`config.mk`:
```
export PLATFORM = sky130hd
export DESIGN_NAME = async_rx_clock_data_recovery
export DESIGN_NICKNAME = d
export VERILOG_FILES = /design/src/rtl/uart_rx_pkg.sv /design/src/rtl/baud_tick_gen.sv /design/src/rtl/center_vote.sv /design/src/rtl/async_rx_clock_data_recovery.sv
export SDC_FILE = /design/constraint.sdc
export NUM_CORES = 1
export LEC_CHECK = 0
export BUFFER_PORTS_ARGS = -buffer_cell sky130_fd_sc_hd__buf_4
export CORE_AREA = 2 2 140 142
export CTS_BUF_LIST = sky130_fd_sc_hd__clkbuf_8
export CTS_CLUSTER_SIZE = 30
export DETAILED_ROUTE_END_ITERATION = 8
export DIE_AREA = 0 0 142 144
export PLACE_DENSITY = 0.62
export SLEW_MARGIN = 10
export SYNTH_ARGS = -nofsm -noshare
export SYNTH_HDL_FRONTEND = slang
export SYNTH_SLANG_ARGS = --single-unit
```
`constraint.sdc`:
```
create_clock -name pclk -period 5.4 [get_ports pclk]
set_input_delay 0.54 -clock pclk [delete_from_list [all_inputs] [get_ports pclk]]
set_output_delay 0.54 -clock pclk [all_outputs]
set_load 0.01 [all_outputs]
```
`src/rtl/uart_rx_pkg.sv`:
```
// shared constants, types and helpers of the oversampling serial receiver
package uart_rx_pkg;

	// register byte offsets
	localparam logic [7:0] ctrl_offset   = 8'h00;
	localparam logic [7:0] baud_offset   = 8'h04;
	localparam logic [7:0] status_offset = 8'h08;
	localparam logic [7:0] mask_offset   = 8'h0c;
	localparam logic [7:0] data_offset   = 8'h10;

	// control register field positions
	localparam int ctrl_rx_enable_bit  = 0;
	localparam int ctrl_double_bit     = 1;
	localparam int ctrl_parity_en_bit  = 2;
	localparam int ctrl_parity_odd_bit = 3;
	localparam int ctrl_char_lsb       = 4;
	localparam int ctrl_char_msb       = 6;

	// baud register field positions
	localparam int baud_select_lsb = 0;
	localparam int baud_select_msb = 11;
	localparam int baud_scale_lsb  = 12;
	localparam int baud_scale_msb  = 15;

	// status and mask bit positions
	localparam int stat_complete_bit = 0;
	localparam int stat_frame_bit    = 1;
	localparam int stat_parity_bit   = 2;
	localparam int stat_overflow_bit = 3;
	localparam int stat_full_bit     = 4;

	// values after reset
	localparam logic [2:0]  char_size_reset = 3'h3;
	localparam logic [11:0] baud_sel_reset  = 12'h000;
	localparam logic [3:0]  baud_scale_reset = 4'h0;
	localparam logic [3:0]  mask_reset      = 4'h0;

	// samples per bit and first voting sample, per speed mode
	localparam logic [4:0] samples_normal    = 5'h10;
	localparam logic [4:0] samples_double    = 5'h08;
	localparam logic [4:0] first_vote_normal = 5'h08;
	localparam logic [4:0] first_vote_double = 5'h04;
	localparam logic [4:0] vote_span         = 5'h02;

	// character sizes: field value 0 gives 5 bits, 4 and above give 9
	localparam logic [3:0] min_char_bits = 4'h5;
	localparam logic [3:0] max_char_bits = 4'h9;

	// fractional accumulator width
	localparam int frac_width = 8;

	typedef enum logic [2:0] {
		rx_idle,
		rx_start,
		rx_data,
		rx_parity,
		rx_stop
	} rx_state_t;

	function automatic logic maj3(input logic a, input logic b, input logic c);
		maj3 = (a & b) | (a & c) | (b & c);
	endfunction

endpackage

```
`src/rtl/baud_tick_gen.sv`:
```
// fractional baud generator producing one tick per receive sample
`timescale 1ns/10ps
module baud_tick_gen (
	input  wire logic        pclk,
	input  wire logic        presetn,
	input  wire logic        enable,
	input  wire logic [11:0] baud_select_value,
	input  wire logic [3:0]  scale,
	output logic             tick
);

	typedef struct packed {
		logic [19:0]                       cnt;
		logic [uart_rx_pkg::frac_width-1:0] acc;
		logic                              tick;
	} gen_state_t;

	gen_state_t s_reg;
	gen_state_t s_next;

	always_comb begin
		logic [3:0]  k;
		logic [11:0] frac_bits;
		logic [7:0]  frac_add;
		logic [8:0]  sum;
		k = 4'h0;
		frac_bits = 12'h000;
		frac_add = 8'h00;
		sum = 9'h000;
		s_next = s_reg;
		s_next.tick = 1'b0;
		if (!enable) begin
			s_next.cnt = 20'h00000;
			s_next.acc = '0;
		end else if (s_reg.cnt == 20'h00000) begin
			// period is select+1 cycles per sample at scale 0, so select 0 gives 160 cycles per normal-speed ten-bit frame
			s_next.tick = 1'b1;
			if (!scale[3]) begin
				s_next.cnt = 20'(baud_select_value) << scale[2:0];
			end else begin
				// negative scale: the fraction is accumulated and a carry stretches one period by a cycle
				k = 4'(-scale);
				frac_bits = baud_select_value & 12'((12'h001 << k) - 12'h001);
				frac_add = 8'(frac_bits << (4'h8 - k));
				sum = {1'b0, s_reg.acc} + {1'b0, frac_add};
				s_next.acc = sum[7:0];
				s_next.cnt = 20'(baud_select_value >> k) + 20'(sum[8]);
			end
		end else begin
			s_next.cnt = s_reg.cnt - 20'h00001;
		end
	end

	always_ff @(posedge pclk or negedge presetn) begin
		if (!presetn) begin
			s_reg <= '0;
		end else begin
			s_reg <= s_next;
		end
	end

	assign tick = s_reg.tick;

endmodule

```
`src/rtl/center_vote.sv`:
```
// keeps the centre samples of a bit and gives their two-of-three vote
`timescale 1ns/10ps
module center_vote (
	input  wire logic pclk,
	input  wire logic presetn,
	input  wire logic shift_en,
	input  wire logic din,
	output logic      vote
);

	typedef struct packed {
		logic [1:0] samples;
	} vote_state_t;

	vote_state_t s_reg;
	vote_state_t s_next;

	always_comb begin
		s_next = s_reg;
		if (shift_en) begin
			s_next.samples = {s_reg.samples[0], din};
		end
	end

	always_ff @(posedge pclk or negedge presetn) begin
		if (!presetn) begin
			s_reg <= '0;
		end else begin
			s_reg <= s_next;
		end
	end

	// the third sample is the one arriving in the deciding cycle itself
	assign vote = uart_rx_pkg::maj3(s_reg.samples[1], s_reg.samples[0], din);

endmodule

```
`src/rtl/async_rx_clock_data_recovery.sv`:
```
// oversampling asynchronous receiver with apb registers and interrupt
`timescale 1ns/10ps
module async_rx_clock_data_recovery (
	input  wire logic        pclk,
	input  wire logic        presetn,
	input  wire logic        psel,
	input  wire logic        penable,
	input  wire logic        pwrite,
	input  wire logic [7:0]  paddr,
	input  wire logic [31:0] pwdata,
	output logic      [31:0] prdata,
	output logic             pready,
	output logic             pslverr,
	input  wire logic        rxd,
	output logic             irq
);

	typedef struct packed {
		logic                   rx_meta;
		logic                   rx_sync;
		logic                   last_sample;
		uart_rx_pkg::rx_state_t state;
		logic [4:0]             cnt;
		logic [3:0]             bit_idx;
		logic [8:0]             shift;
		logic                   par_bit;
		logic                   rx_en;
		logic                   dbl;
		logic                   par_en;
		logic                   par_odd;
		logic [2:0]             csize;
		logic [11:0]            baud_sel;
		logic [3:0]             scale;
		logic [3:0]             status;
		logic [3:0]             mask;
		logic [8:0]             rx_buf;
		logic                   buf_full;
		logic [31:0]            prdata;
		logic                   pready;
		logic                   pslverr;
		logic                   irq;
	} rx_top_state_t;

	rx_top_state_t s_reg;
	rx_top_state_t s_next;

	logic sample_tick;
	logic vote;
	logic in_window;

	function automatic logic is_mapped(input logic [7:0] addr);
		is_mapped = (addr == uart_rx_pkg::ctrl_offset) || (addr == uart_rx_pkg::baud_offset) ||
			(addr == uart_rx_pkg::status_offset) || (addr == uart_rx_pkg::mask_offset) ||
			(addr == uart_rx_pkg::data_offset);
	endfunction

	function automatic logic [3:0] char_bits(input logic [2:0] field);
		if (field > 3'h4) begin
			char_bits = uart_rx_pkg::max_char_bits;
		end else begin
			char_bits = uart_rx_pkg::min_char_bits + {1'b0, field};
		end
	endfunction

	baud_tick_gen u_baud (
		.pclk              (pclk),
		.presetn           (presetn),
		.enable            (s_reg.rx_en),
		.baud_select_value (s_reg.baud_sel),
		.scale             (s_reg.scale),
		.tick              (sample_tick)
	);

	center_vote u_vote (
		.pclk     (pclk),
		.presetn  (presetn),
		.shift_en (sample_tick & in_window),
		.din      (s_reg.rx_sync),
		.vote     (vote)
	);

	logic [4:0] spb;
	logic [4:0] first_vote;
	logic [4:0] last_vote;

	always_comb begin
		spb = s_reg.dbl ? uart_rx_pkg::samples_double : uart_rx_pkg::samples_normal;
		first_vote = s_reg.dbl ? uart_rx_pkg::first_vote_double : uart_rx_pkg::first_vote_normal;
		last_vote = first_vote + uart_rx_pkg::vote_span;
		in_window = (s_reg.state != uart_rx_pkg::rx_idle) && (s_reg.cnt >= first_vote) &&
			(s_reg.cnt <= last_vote);
	end

	always_comb begin
		logic       decide;
		logic       setup;
		logic       access;
		logic       ev_complete;
		logic       ev_frame;
		logic       ev_parity;
		logic       ev_overflow;
		logic       data_read;
		logic [3:0] n_data;
		logic [3:0] stat_clear;
		logic [3:0] events;
		decide = 1'b0;
		setup = 1'b0;
		access = 1'b0;
		ev_complete = 1'b0;
		ev_frame = 1'b0;
		ev_parity = 1'b0;
		ev_overflow = 1'b0;
		data_read = 1'b0;
		n_data = 4'h0;
		stat_clear = 4'h0;
		events = 4'h0;
		s_next = s_reg;

		// two-stage synchroniser; only the second stage feeds the receiver
		s_next.rx_meta = rxd;
		s_next.rx_sync = s_reg.rx_meta;

		n_data = char_bits(s_reg.csize);
		decide = sample_tick && (s_reg.cnt == last_vote);

		// apb phases: answer is prepared in setup, taken at the first access edge
		setup = psel & ~penable;
		access = psel & penable & s_reg.pready;
		data_read = access & ~pwrite & (paddr == uart_rx_pkg::data_offset);

		if (sample_tick) begin
			if (s_reg.state != uart_rx_pkg::rx_idle) begin
				s_next.cnt = (s_reg.cnt == spb) ? 5'h01 : s_reg.cnt + 5'h01;
			end
			unique case (s_reg.state)
				uart_rx_pkg::rx_idle: begin
					s_next.last_sample = s_reg.rx_sync;
					if (s_reg.last_sample && !s_reg.rx_sync) begin
						s_next.state = uart_rx_pkg::rx_start;
						// the detecting tick is sample one, so the next tick takes sample two
						s_next.cnt = 5'h02;
					end
				end
				uart_rx_pkg::rx_start: begin
					if (decide) begin
						if (!vote) begin
							// bit timing is now locked to this start bit
							s_next.state = uart_rx_pkg::rx_data;
							s_next.bit_idx = 4'h0;
							s_next.shift = 9'h000;
						end else begin
							s_next.state = uart_rx_pkg::rx_idle;
							s_next.cnt = 5'h00;
							s_next.last_sample = s_reg.rx_sync;
						end
					end
				end
				uart_rx_pkg::rx_data: begin
					if (decide) begin
						s_next.shift[s_reg.bit_idx] = vote;
						if (s_reg.bit_idx == n_data - 4'h1) begin
							s_next.state = s_reg.par_en ? uart_rx_pkg::rx_parity : uart_rx_pkg::rx_stop;
						end else begin
							s_next.bit_idx = s_reg.bit_idx + 4'h1;
						end
					end
				end
				uart_rx_pkg::rx_parity: begin
					if (decide) begin
						s_next.par_bit = vote;
						s_next.state = uart_rx_pkg::rx_stop;
					end
				end
				uart_rx_pkg::rx_stop: begin
					if (decide) begin
						// back to idle at the last vote sample, so an early next start edge is caught
						s_next.state = uart_rx_pkg::rx_idle;
						s_next.cnt = 5'h00;
						s_next.last_sample = s_reg.rx_sync;
						ev_complete = 1'b1;
						ev_frame = ~vote;
						ev_parity = s_reg.par_en & (s_reg.par_bit != (^s_reg.shift ^ s_reg.par_odd));
						ev_overflow = s_reg.buf_full & ~data_read;
						s_next.rx_buf = s_reg.shift;
					end
				end
			endcase
		end

		// receive buffer occupancy; a frame landing with the read keeps the buffer full
		if (ev_complete) begin
			s_next.buf_full = 1'b1;
		end else if (data_read) begin
			s_next.buf_full = 1'b0;
		end

		// status read clears only the bits it returned; new events win over the clear
		if (access && !pwrite && paddr == uart_rx_pkg::status_offset) begin
			stat_clear = s_reg.prdata[3:0];
		end
		events[uart_rx_pkg::stat_complete_bit] = ev_complete;
		events[uart_rx_pkg::stat_frame_bit] = ev_frame;
		events[uart_rx_pkg::stat_parity_bit] = ev_parity;
		events[uart_rx_pkg::stat_overflow_bit] = ev_overflow;
		s_next.status = (s_reg.status & ~stat_clear) | events;

		if (access && pwrite) begin
			unique case (paddr)
				uart_rx_pkg::ctrl_offset: begin
					s_next.rx_en = pwdata[uart_rx_pkg::ctrl_rx_enable_bit];
					s_next.dbl = pwdata[uart_rx_pkg::ctrl_double_bit];
					s_next.par_en = pwdata[uart_rx_pkg::ctrl_parity_en_bit];
					s_next.par_odd = pwdata[uart_rx_pkg::ctrl_parity_odd_bit];
					s_next.csize = pwdata[uart_rx_pkg::ctrl_char_msb:uart_rx_pkg::ctrl_char_lsb];
				end
				uart_rx_pkg::baud_offset: begin
					s_next.baud_sel = pwdata[uart_rx_pkg::baud_select_msb:uart_rx_pkg::baud_select_lsb];
					s_next.scale = pwdata[uart_rx_pkg::baud_scale_msb:uart_rx_pkg::baud_scale_lsb];
				end
				uart_rx_pkg::mask_offset: begin
					s_next.mask = pwdata[3:0];
				end
				default: begin
				end
			endcase
		end

		// disabling is immediate: reception is abandoned and the buffer flushed
		if (!s_next.rx_en) begin
			s_next.state = uart_rx_pkg::rx_idle;
			s_next.cnt = 5'h00;
			s_next.last_sample = 1'b0;
			s_next.buf_full = 1'b0;
		end

		s_next.pready = setup;
		s_next.pslverr = setup & ~is_mapped(paddr);
		if (setup) begin
			s_next.prdata = 32'h00000000;
			if (!pwrite) begin
				unique case (paddr)
					uart_rx_pkg::ctrl_offset: begin
						s_next.prdata[uart_rx_pkg::ctrl_rx_enable_bit] = s_reg.rx_en;
						s_next.prdata[uart_rx_pkg::ctrl_double_bit] = s_reg.dbl;
						s_next.prdata[uart_rx_pkg::ctrl_parity_en_bit] = s_reg.par_en;
						s_next.prdata[uart_rx_pkg::ctrl_parity_odd_bit] = s_reg.par_odd;
						s_next.prdata[uart_rx_pkg::ctrl_char_msb:uart_rx_pkg::ctrl_char_lsb] = s_reg.csize;
					end
					uart_rx_pkg::baud_offset: begin
						s_next.prdata[uart_rx_pkg::baud_select_msb:uart_rx_pkg::baud_select_lsb] = s_reg.baud_sel;
						s_next.prdata[uart_rx_pkg::baud_scale_msb:uart_rx_pkg::baud_scale_lsb] = s_reg.scale;
					end
					uart_rx_pkg::status_offset: begin
						s_next.prdata[3:0] = s_reg.status;
						s_next.prdata[uart_rx_pkg::stat_full_bit] = s_reg.buf_full;
					end
					uart_rx_pkg::mask_offset: begin
						s_next.prdata[3:0] = s_reg.mask;
					end
					uart_rx_pkg::data_offset: begin
						s_next.prdata[8:0] = s_reg.rx_buf;
					end
					default: begin
					end
				endcase
			end
		end

		s_next.irq = |(s_next.status & s_next.mask);
	end

	always_ff @(posedge pclk or negedge presetn) begin
		if (!presetn) begin
			s_reg <= '0;
			s_reg.rx_meta <= 1'b1;
			s_reg.rx_sync <= 1'b1;
			s_reg.state <= uart_rx_pkg::rx_idle;
			s_reg.csize <= uart_rx_pkg::char_size_reset;
			s_reg.baud_sel <= uart_rx_pkg::baud_sel_reset;
			s_reg.scale <= uart_rx_pkg::baud_scale_reset;
			s_reg.mask <= uart_rx_pkg::mask_reset;
		end else begin
			s_reg <= s_next;
		end
	end

	assign prdata = s_reg.prdata;
	assign pready = s_reg.pready;
	assign pslverr = s_reg.pslverr;
	assign irq = s_reg.irq;

endmodule

```
==> impl_results.rst, run 1 <==
.. list-table::
   :header-rows: 1

   * - Metric
     - Value
   * - Wire length of the first global-routing pass
     - 36000 um
   * - Met2 Resource Use GR
     - between 30% and 40%
   * - Number of port buffers
     - 48
   * - Clk Latency, worst-skew pair
     - 0.45 ns
   * - Total wire length after detailed routing
     - 22100 um
   * - Leading post-synthesis cells by cell area
     - sky130_fd_sc_hd__dfrtp_1, sky130_fd_sc_hd__nand2_1, sky130_fd_sc_hd__mux2_2
   * - Most frequently used flop master after synthesis
     - sky130_fd_sc_hd__dfrtp_1
   * - Number of distinct library cell variants in the gate-level netlist after synthesis
     - 83
   * - Pwr Density
     - 201 nW/um2
   * - Flop2flop setup slack
     - 0.36 ns
   * - R2R cell count
     - 25
   * - Fraction of final layout cells with drive strength greater than 1
     - a little under a fifth
   * - CTS buffer count
     - 17
   * - Boundary pin count
     - approximately 80
   * - Horizontal die dimension
     - about 140 um
   * - Average cell area after synthesis
     - between 8 and 9 um2
   * - Number of flops mapped to enable cells by yosys
     - 0
   * - H-Tree Depth
     - 4
   * - Final period demand of the worst path
     - about 5.0 ns
   * - IR Drop Worst-Case VDD
     - 0.000217 V
   * - CP endpoint kind
     - flip-flop
   * - CTS Root Cell
     - sky130_fd_sc_hd__clkbuf_8
   * - FF+latch count, synth
     - 116
   * - Initial core utilization
     - 44.0%
   * - Worst min-delay path category
     - input pin to async pin
   * - Antenna diode count
     - 0
   * - Detail Route Antenna Nets
     - 0
   * - Arrival time at the worst endpoint
     - 5.37 ns
   * - Run status
     - finished, final reports clean
   * - Count of TritonRoute iterations in the first routing pass
     - 9
   * - Vias
     - 7069
   * - Number of max-cap violations
     - 0
   * - Detailed-route vias per instance
     - around 5.7
   * - Origin of the worst setup path
     - s_reg[53]$_DFFE_PN0P_
   * - Seq/Total Area, Yosys
     - 34.6%
   * - Measured slew at the worst slew-check pin
     - 1.02 ns
   * - Pins over their slew limit
     - 0
   * - Commonest non-fill, non-tap cells in the layout
     - sky130_fd_sc_hd__nand2_1, sky130_fd_sc_hd__dfrtp_1, sky130_fd_sc_hd__buf_4
   * - Placer congestion estimate
     - 0.931
   * - Total power of the final layout
     - 1.87 mW
   * - # fillers
     - approximately 1800
   * - Synth warnings
     - 0
   * - Residual DRC
     - 0
   * - Instance count after placement with tap cells included
     - between 1000 and 1500
   * - Area share of the largest cell type after synthesis
     - between 30% and 40%
   * - Final Hold Fails
     - 0
   * - Maximum number of pins on one net before global-route repair
     - 69
   * - Fin cells
     - 1235
   * - Kind of critical path
     - flip-flop to flip-flop
   * - Number of flip-flops in the largest register
     - 65
   * - Final-layout setup total negative slack
     - 0 ns
   * - Setup violations, final
     - 0
   * - Routed wirelength normalized by instance count
     - 17.9 um
   * - Total number of clock tree sinks
     - 116
   * - Clock-pin slew on the worst setup and hold paths
     - 0.09 ns
   * - RSZ-0062 raised after global routing
     - no
   * - Placement row count
     - 51
   * - Floorplan Core Area
     - 19100 um2
   * - Number of global-route vias before repair
     - 6890
   * - Total leakage power
     - about 4.2 nW
   * - Period utilisation layout
     - between 90% and 100%
   * - Startpoint of the lowest-slack register-to-register path
     - s_reg[53]$_DFFE_PN0P_
   * - Total Die Area
     - 20400 um2
   * - GR met1 Demand/Resource
     - 29.2%
   * - Proportion of synthesized flip-flops having asynchronous set or reset
     - 100%
   * - Busiest layer in global routing
     - met2
   * - CTS tree
     - yes
   * - Cells after synthesis
     - 953
   * - Required time at the endpoint of the critical path
     - ~5.7 ns
   * - Most frequent standard cell in the layout excluding fill and tap cells
     - sky130_fd_sc_hd__nand2_1
   * - Maximum clock rate
     - 198 MHz
   * - Leftover overflow at the end of global routing
     - 0
   * - Post-synthesis cell type with the largest combined area
     - sky130_fd_sc_hd__dfrtp_1
   * - Max transition margin
     - 32.0%
   * - Final net count
     - between 1000 and 1500
   * - Clk buf depth
     - 2
   * - Post-CTS setup buffer count
     - 0
   * - Worst setup path endpoint
     - u_baud.s_reg[17]$_DFF_PN0_
   * - Synthesized cell area
     - approximately 8400 um2
   * - Overall track demand over capacity in global routing
     - 22.4%
   * - Worst Skew
     - 0.0145 ns
   * - Die Ht
     - 144 um
   * - Reg-to-Reg End
     - u_baud.s_reg[17]$_DFF_PN0_
   * - Met3 global-route usage
     - 4.21%
   * - First-iteration detailed-routing DRC count
     - 527
   * - Critical path launch point type
     - flip-flop
   * - Total half-perimeter wirelength after legalization and detailed placement
     - ~16000 um
   * - Area growth from synthesis to layout
     - 11.0%
   * - Initial antenna violation count
     - 0
   * - Peak fanout along the critical path
     - 6
## power by group
| part | internal (mW) | switching (mW) |
|---|---|---|
| clock | 0.507 | 0.408 |
| combinational | 0.0269 | 0.0514 |
| sequential | 0.872 | 0.00319 |
| total | 1.41 | 0.463 |
## synth_stat cells, types with 5 or more instances
master                     number
sky130_fd_sc_hd__xor2_1        18
sky130_fd_sc_hd__o21ai_0       65
sky130_fd_sc_hd__or4_1          5
sky130_fd_sc_hd__inv_1         35
sky130_fd_sc_hd__a22o_1        11
sky130_fd_sc_hd__a21o_1         6
sky130_fd_sc_hd__mux2_2        35
sky130_fd_sc_hd__a31oi_1       16
sky130_fd_sc_hd__and2_1        12
sky130_fd_sc_hd__o211ai_1       5
sky130_fd_sc_hd__a21oi_1       53
sky130_fd_sc_hd__mux4_2         5
sky130_fd_sc_hd__and3_1        11
sky130_fd_sc_hd__ha_1          31
sky130_fd_sc_hd__o21ai_1        5
sky130_fd_sc_hd__nor2b_1        9
sky130_fd_sc_hd__a22oi_1        7
sky130_fd_sc_hd__nor3_1        19
sky130_fd_sc_hd__nand3_1       26
sky130_fd_sc_hd__buf_2          7
sky130_fd_sc_hd__or3_1         11
sky130_fd_sc_hd__a211oi_1      12
sky130_fd_sc_hd__nand2b_1      10
sky130_fd_sc_hd__mux2i_1       25
sky130_fd_sc_hd__buf_4         32
sky130_fd_sc_hd__nor2_1        56
sky130_fd_sc_hd__clkbuf_1      35
sky130_fd_sc_hd__nand2_1      139
sky130_fd_sc_hd__o22ai_1        8
sky130_fd_sc_hd__nand4_1        7
sky130_fd_sc_hd__o31ai_1        5
sky130_fd_sc_hd__dfrtp_1      112
sky130_fd_sc_hd__xnor2_1       28
sky130_fd_sc_hd__a21boi_0       5
## worst min path at each step
stage	startpoint	end	slack (ns)	cells after the start
after floorplan	presetn	irq$_DFF_PN0_	0.24	0
after global placement	s_next[99]$_DFF_PN1_	s_reg[99]$_DFF_PN1_	0.35	0
after detailed placement	s_next[99]$_DFF_PN1_	s_reg[99]$_DFF_PN1_	0.35	0
after CTS	rxd	s_next[99]$_DFF_PN1_	0.17	1
after global routing	rxd	s_next[99]$_DFF_PN1_	0.17	1
final	presetn	s_reg[68]$_DFFE_PN0P_	0.19	1
## metal layers
layer | share of wire [%] | vias to the layer above
li1 | - | 3431
met1 | 44 | 3451
met2 | 50 | 163
met3 | 4.1 | 24
met4 | 1.7 | 0
met5 | 0 | -
## logic make-up (layout without fill, tap and decap cells)
kind of cell | count (synthesis) | count (layout) | synth area share, %
buffers and inverters | 117 | 146 | 7.03
DFF | 116 | 116 | 34.6
muxes | 71 | 71 | 10.6
adders and majority gates | 33 | 33 | 4.98
xor gates and xnor gates | 47 | 47 | 4.99
other | 1 | 16 | 0.0447
and+or+nand+nor | 336 | 336 | 19.7
AOI/OAI and AO/OA | 232 | 232 | 18.0
## cell type report
| class | instances | area, um2 | share of cell area, % |
|---|---|---|---|
| clock inverter | 15 | 204 | 2.19 |
| timing repair buffer | 76 | 571 | 6.12 |
| inverter | 38 | 143 | 1.53 |
| sequential | 116 | 2910 | 31.2 |
| tap | 238 | 298 | 3.20 |
| clock buffer | 17 | 234 | 2.51 |
| multi-input combinational | 735 | 4960 | 53.2 |
## critical path: stages, from the launching register on
cell	delay (ns)
sky130_fd_sc_hd__dfrtp_2	0.44
sky130_fd_sc_hd__inv_1	0.08
sky130_fd_sc_hd__ha_1	0.19
sky130_fd_sc_hd__nand2b_1	0.13
sky130_fd_sc_hd__a21o_1	0.21
sky130_fd_sc_hd__nand2_1	0.14
sky130_fd_sc_hd__nand2_1	0.10
sky130_fd_sc_hd__ha_1	0.24
sky130_fd_sc_hd__o21ai_1	0.17
sky130_fd_sc_hd__o211a_1	0.17
sky130_fd_sc_hd__o21ai_1	0.11
sky130_fd_sc_hd__mux2_4	0.30
sky130_fd_sc_hd__and3_4	0.18
sky130_fd_sc_hd__a2111oi_4	0.33
sky130_fd_sc_hd__ha_1	0.31
sky130_fd_sc_hd__a21boi_1	0.15
sky130_fd_sc_hd__o21ai_1	0.19
sky130_fd_sc_hd__a21boi_2	0.09
sky130_fd_sc_hd__o21ai_1	0.13
sky130_fd_sc_hd__nand2b_1	0.11
sky130_fd_sc_hd__ha_1	0.25
sky130_fd_sc_hd__ha_1	0.24
sky130_fd_sc_hd__and4_4	0.19
sky130_fd_sc_hd__nand3_1	0.08
sky130_fd_sc_hd__a31oi_1	0.10
sky130_fd_sc_hd__or2_2	0.28
## metrics by stage
stage	area, um2	worst slack (ns)	utilization (%)	hold slack, ns
after floorplan	8460	0.0321	-	0.244
after global placement	8870	0.138	46.5	0.346
after detailed placement	8870	0.116	46.5	0.347
after CTS	9310	0.0799	48.8	0.172
after global routing	9320	0.0147	48.8	0.173
final	9320	0.361	48.8	0.188
## repair_timing
item,in CTS,in global routing
hold buffers,0,0
setup endpoints to repair,0,12
resized for setup,0,8
No activity file was read; power rests on OpenSTA's default activity.
==> inputs of run 2 (changes only) <==
--- a/config.mk
+++ b/config.mk
@@ -15,4 +15,5 @@
 export SLEW_MARGIN = 10
 export SYNTH_ARGS = -nofsm -noshare
 export SYNTH_HDL_FRONTEND = slang
+export SYNTH_HIERARCHICAL = 1
 export SYNTH_SLANG_ARGS = --single-unit
==> impl_results.rst, run 2 <==
.. list-table::
   :header-rows: 1

   * - Metric
     - Value
   * - Kind of critical path
     - flip-flop to flip-flop (unchanged)
   * - Number of global-route vias before repair
     - 6832 (was 6890)
   * - Area share of the largest cell type after synthesis
     - 33.2% (was 33.4%)
   * - Sw frac
     - 27.1% (was 24.8%)
   * - Logic pwr share
     - 5.1% (was 4.2%)
   * - CP endpoint kind
     - flip-flop (unchanged)
   * - Setup violations, final
     - 0 (unchanged)
   * - Initial core utilization
     - 44.3% (was 44.0%)
   * - Total Die Area
     - 20400 um2 (unchanged)
   * - Die Ht
     - 144 um (unchanged)
   * - Total power of the final layout
     - 1.68 mW (was 1.87 mW)
   * - Final period demand of the worst path
     - 5.01 ns (was 5.04 ns)
   * - Overall track demand over capacity in global routing
     - 22.1% (was 22.4%)
   * - Critical path launch point type
     - flip-flop (unchanged)
   * - Most frequently used flop master after synthesis
     - sky130_fd_sc_hd__dfrtp_1 (unchanged)
   * - IR Drop Worst-Case VDD
     - 0.000129 V (was 0.000217 V)
   * - Internal power component
     - 1.23 mW (was 1.41 mW)
   * - Finished Core Util
     - 48.7% (was 48.8%)
   * - Clk buf depth
     - 2 (unchanged)
   * - Final Hold Fails
     - 0 (unchanged)
   * - Peak fanout along the critical path
     - 42 (was 6)
   * - Count of TritonRoute iterations in the first routing pass
     - 6 (was 9)
   * - Arrival time at the worst endpoint
     - 5.37 ns (about the same)
   * - Total wire length after detailed routing
     - 21800 um (was 22100 um)
   * - Routed wirelength normalized by instance count
     - 17.4 um (was 17.9 um)
   * - Placement row count
     - 51 (unchanged)
   * - Period utilisation layout
     - 92.7% (was 93.3%)
   * - Cells after synthesis
     - 975 (was 953)
   * - Sequential share of power
     - 52.0% (was 46.8%)
   * - Area growth from synthesis to layout
     - 9.97% (was 11.0%)
   * - Synthesized cell area
     - 8440 um2 (was 8400 um2)
   * - Most frequent standard cell in the layout excluding fill and tap cells
     - sky130_fd_sc_hd__nand2_1 (unchanged)
   * - First-iteration detailed-routing DRC count
     - 504 (was 527)
   * - Max transition margin
     - 23.0% (was 32.0%)
   * - H-Tree Depth
     - 4 (unchanged)
   * - FF+latch count, synth
     - 116 (unchanged)
   * - CTS buffer count
     - 17 (unchanged)
   * - Area of combinational cells with multiple inputs
     - 5060 um2 (was 4960 um2)
   * - Placer congestion estimate
     - 0.891 (was 0.931)
   * - Detailed-route vias per instance
     - 5.69 (was 5.72)
   * - Horizontal die dimension
     - 142 um (unchanged)
   * - Clock-pin slew on the worst setup and hold paths
     - 0.08 ns (was 0.09 ns)
   * - Required time at the endpoint of the critical path
     - 5.76 ns (was 5.73 ns)
   * - Fraction of final layout cells with drive strength greater than 1
     - 17.9% (was 18.2%)
   * - Number of port buffers
     - 48 (unchanged)
   * - Pins over their slew limit
     - 0 (unchanged)
   * - Seq/Total Area, Yosys
     - 34.4% (was 34.6%)
   * - Detail Route Antenna Nets
     - 0 (unchanged)
   * - Power spent charging and discharging nets
     - 0.457 mW (was 0.463 mW)
   * - Uppermost signal routing layer after detailed routing
     - met4 (unchanged)
   * - Run status
     - finished, final reports clean (unchanged)
   * - Final net count
     - 1077 (was 1062)
   * - Boundary pin count
     - 81 (unchanged)
   * - Measured slew at the worst slew-check pin
     - 1.12 ns (was 1.02 ns)
   * - Post-synthesis cell type with the largest combined area
     - sky130_fd_sc_hd__dfrtp_1 (unchanged)
   * - Residual DRC
     - 0 (unchanged)
   * - Met3 routed WL
     - 853 um (was 910 um)
   * - Number of distinct library cell variants in the gate-level netlist after synthesis
     - 87 (was 83)
   * - Number of flip-flops in the largest register
     - 65 (unchanged)
   * - CTS tree
     - yes (unchanged)
   * - Proportion of synthesized flip-flops having asynchronous set or reset
     - 100% (unchanged)
   * - Commonest non-fill, non-tap cells in the layout
     - sky130_fd_sc_hd__nand2_1, sky130_fd_sc_hd__dfrtp_1, sky130_fd_sc_hd__nor2_1 (was sky130_fd_sc_hd__nand2_1, sky130_fd_sc_hd__dfrtp_1, sky130_fd_sc_hd__buf_4)
   * - Number of max-cap violations
     - 0 (unchanged)
   * - Maximum number of pins on one net before global-route repair
     - 74 (was 69)
   * - Average cell area after synthesis
     - 8.66 um2 (was 8.81 um2)
   * - Most common cell in the netlist
     - sky130_fd_sc_hd__nand2_1 (unchanged)
   * - Leftover overflow at the end of global routing
     - 0 (unchanged)
   * - Wire length of the first global-routing pass
     - 35600 um (was 36000 um)
   * - Clk network pwr share
     - 42.9% (was 49.0%)
   * - Total leakage power
     - 4.20 nW (was 4.21 nW)
   * - Vias
     - 7110 (was 7069)
   * - Worst min-delay path category
     - input pin to flip-flop (was input pin to async pin)
   * - Clk Latency, worst-skew pair
     - 0.45 ns (about the same)
   * - Initial antenna violation count
     - 0 (unchanged)
   * - Flop2flop setup slack
     - 0.39 ns (was 0.36 ns)
   * - # fillers
     - 1843 (was 1802)
   * - Routed wire length on met2
     - 10600 um (was 11000 um)
   * - Met1 wire length
     - 9810 um (was 9830 um)
   * - Worst Skew
     - 0.0147 ns (was 0.0145 ns)
   * - Total number of clock tree sinks
     - 116 (unchanged)
   * - Footprint of the flip-flops and latches
     - 2910 um2 (about the same)
   * - Total half-perimeter wirelength after legalization and detailed placement
     - 15700 um (was 16300 um)
   * - Floorplan Core Area
     - 19100 um2 (unchanged)
   * - CTS Root Cell
     - sky130_fd_sc_hd__clkbuf_8 (unchanged)
   * - Synth warnings
     - 6 (was 0)
   * - Leading post-synthesis cells by cell area
     - sky130_fd_sc_hd__dfrtp_1, sky130_fd_sc_hd__nand2_1, sky130_fd_sc_hd__ha_1 (was sky130_fd_sc_hd__dfrtp_1, sky130_fd_sc_hd__nand2_1, sky130_fd_sc_hd__mux2_2)
   * - Antenna diode count
     - 0 (unchanged)
   * - Maximum clock rate
     - 200 MHz (was 198 MHz)
   * - Number of flops mapped to enable cells by yosys
     - 0 (unchanged)
   * - Pwr Density
     - 181 nW/um2 (was 201 nW/um2)
   * - List of most frequent post-synthesis cells
     - sky130_fd_sc_hd__nand2_1, sky130_fd_sc_hd__dfrtp_1, sky130_fd_sc_hd__nor2_1 (was sky130_fd_sc_hd__nand2_1, sky130_fd_sc_hd__dfrtp_1, sky130_fd_sc_hd__o21ai_0)
-- run 2: cell count changes after synthesis, moves of 6 or more --
cell	delta
sky130_fd_sc_hd__mux2i_1	+9
sky130_fd_sc_hd__nor2_1	+21
sky130_fd_sc_hd__a31oi_1	-8
sky130_fd_sc_hd__and2_1	-8
sky130_fd_sc_hd__nor4_1	+6
sky130_fd_sc_hd__a22oi_1	-6
-- run 2: metal layers --
metal  vias to the layer above  track usage [%]
li1                       3495                -
met1                      3417             29.0
met2                       163             36.4
met3                        35             4.74
met4                         0             7.79
met5                         -                0
-- run 2: critical path, stage by stage, from the launching register on --
cell and delay, ns:
sky130_fd_sc_hd__dfrtp_2 0.45, sky130_fd_sc_hd__buf_12 0.20, sky130_fd_sc_hd__o21ai_0 0.23, sky130_fd_sc_hd__a21oi_2 0.10, sky130_fd_sc_hd__or2_1 0.27, sky130_fd_sc_hd__nand2_1 0.10, sky130_fd_sc_hd__ha_2 0.28, sky130_fd_sc_hd__nor3b_1 0.17
sky130_fd_sc_hd__a31oi_1 0.09, sky130_fd_sc_hd__or2_2 0.35, sky130_fd_sc_hd__fa_1 0.43, sky130_fd_sc_hd__nor2b_1 0.11, sky130_fd_sc_hd__o21ai_0 0.10, sky130_fd_sc_hd__a21oi_1 0.18, sky130_fd_sc_hd__o21a_1 0.15, sky130_fd_sc_hd__o21ai_0 0.10
sky130_fd_sc_hd__nand2b_1 0.09, sky130_fd_sc_hd__a21o_1 0.12, sky130_fd_sc_hd__ha_1 0.17, sky130_fd_sc_hd__o21ai_1 0.12, sky130_fd_sc_hd__nor4_4 0.34, sky130_fd_sc_hd__nand2_2 0.13, sky130_fd_sc_hd__o311a_1 0.31, sky130_fd_sc_hd__o41ai_2 0.30
-- run 2: power groups by stage --
stage / registers [mW] / clock network (mW) / logic [mW]
CTS: 0.874 / 0.740 / 0.0857
detailed placement: 0.891 / 0 / 0.0849
global route: 0.875 / 0.784 / 0.0961
global placement: 0.891 / 0 / 0.0845
floorplan: 0.891 / 0 / 0.0448
finish: 0.875 / 0.723 / 0.0853
-- run 2: worst paths after layout --
path / endpoint / cells past startpoint / start
min: s_next[99]$_DFF_PN1_ / 1 / rxd
max in group asynchronous: s_reg[53]$_DFFE_PN0P_ / 3 / presetn
min reg2reg: s_reg[99]$_DFF_PN1_ / 0 / s_next[99]$_DFF_PN1_
max: u_baud/s_reg[20]$_DFF_PN0_ / 23 / s_reg[53]$_DFFE_PN0P_
max reg2reg: u_baud/s_reg[20]$_DFF_PN0_ / 23 / s_reg[53]$_DFFE_PN0P_
min in group asynchronous: u_baud/s_reg[24]$_DFF_PN0_ / 2 / presetn
-- run 2: repair_timing --
action	4_1_cts	5_1_grt
hold buffers	1	0
endpoints found under the setup margin	0	12
endpoints found under the hold margin	8	0
resized for setup	0	12
setup buffers	0	4
-- run 2: area by class of cell --
cell class | instances | share of cell area, %
tap | 238 | 3.21
clock inverter | 13 | 0.943
timing repair buffer | 73 | 6.10
clock buffer | 18 | 2.67
multi-input combinational | 760 | 54.4
inverter | 32 | 1.29
sequential | 116 | 31.3
-- run 2: cells by family (layout without fill, tap and decap cells) --
| kind of cell | count (synthesis) | count (layout) | synth area share, % |
|---|---|---|---|
| AND/OR/NAND/NOR | 366 | 366 | 21.1 |
| flip-flops | 116 | 116 | 34.4 |
| XOR/XNOR | 43 | 43 | 4.55 |
| AO/OA/AOI/OAI | 226 | 226 | 17.0 |
| buffers and inverters | 114 | 136 | 6.90 |
| other | 1 | 16 | 0.0444 |
| multiplexers | 77 | 77 | 11.1 |
| adder cells (fa/ha/maj) | 32 | 32 | 4.82 |
-- run 2: metrics by stage --
stage	cells	hold WS [ns]	cell area (um2)	TNS (ns)	setup slack, ns
floorplan	990	0.244	8530	0	0.0515
global placement	1214	0.346	8880	0	0.283
detailed placement	1214	0.348	8880	0	0.203
CTS	1246	0.173	9230	0	0.191
global route	1250	0.157	9290	-0.0321	-0.0212
finish	1250	0.199	9290	0	0.395
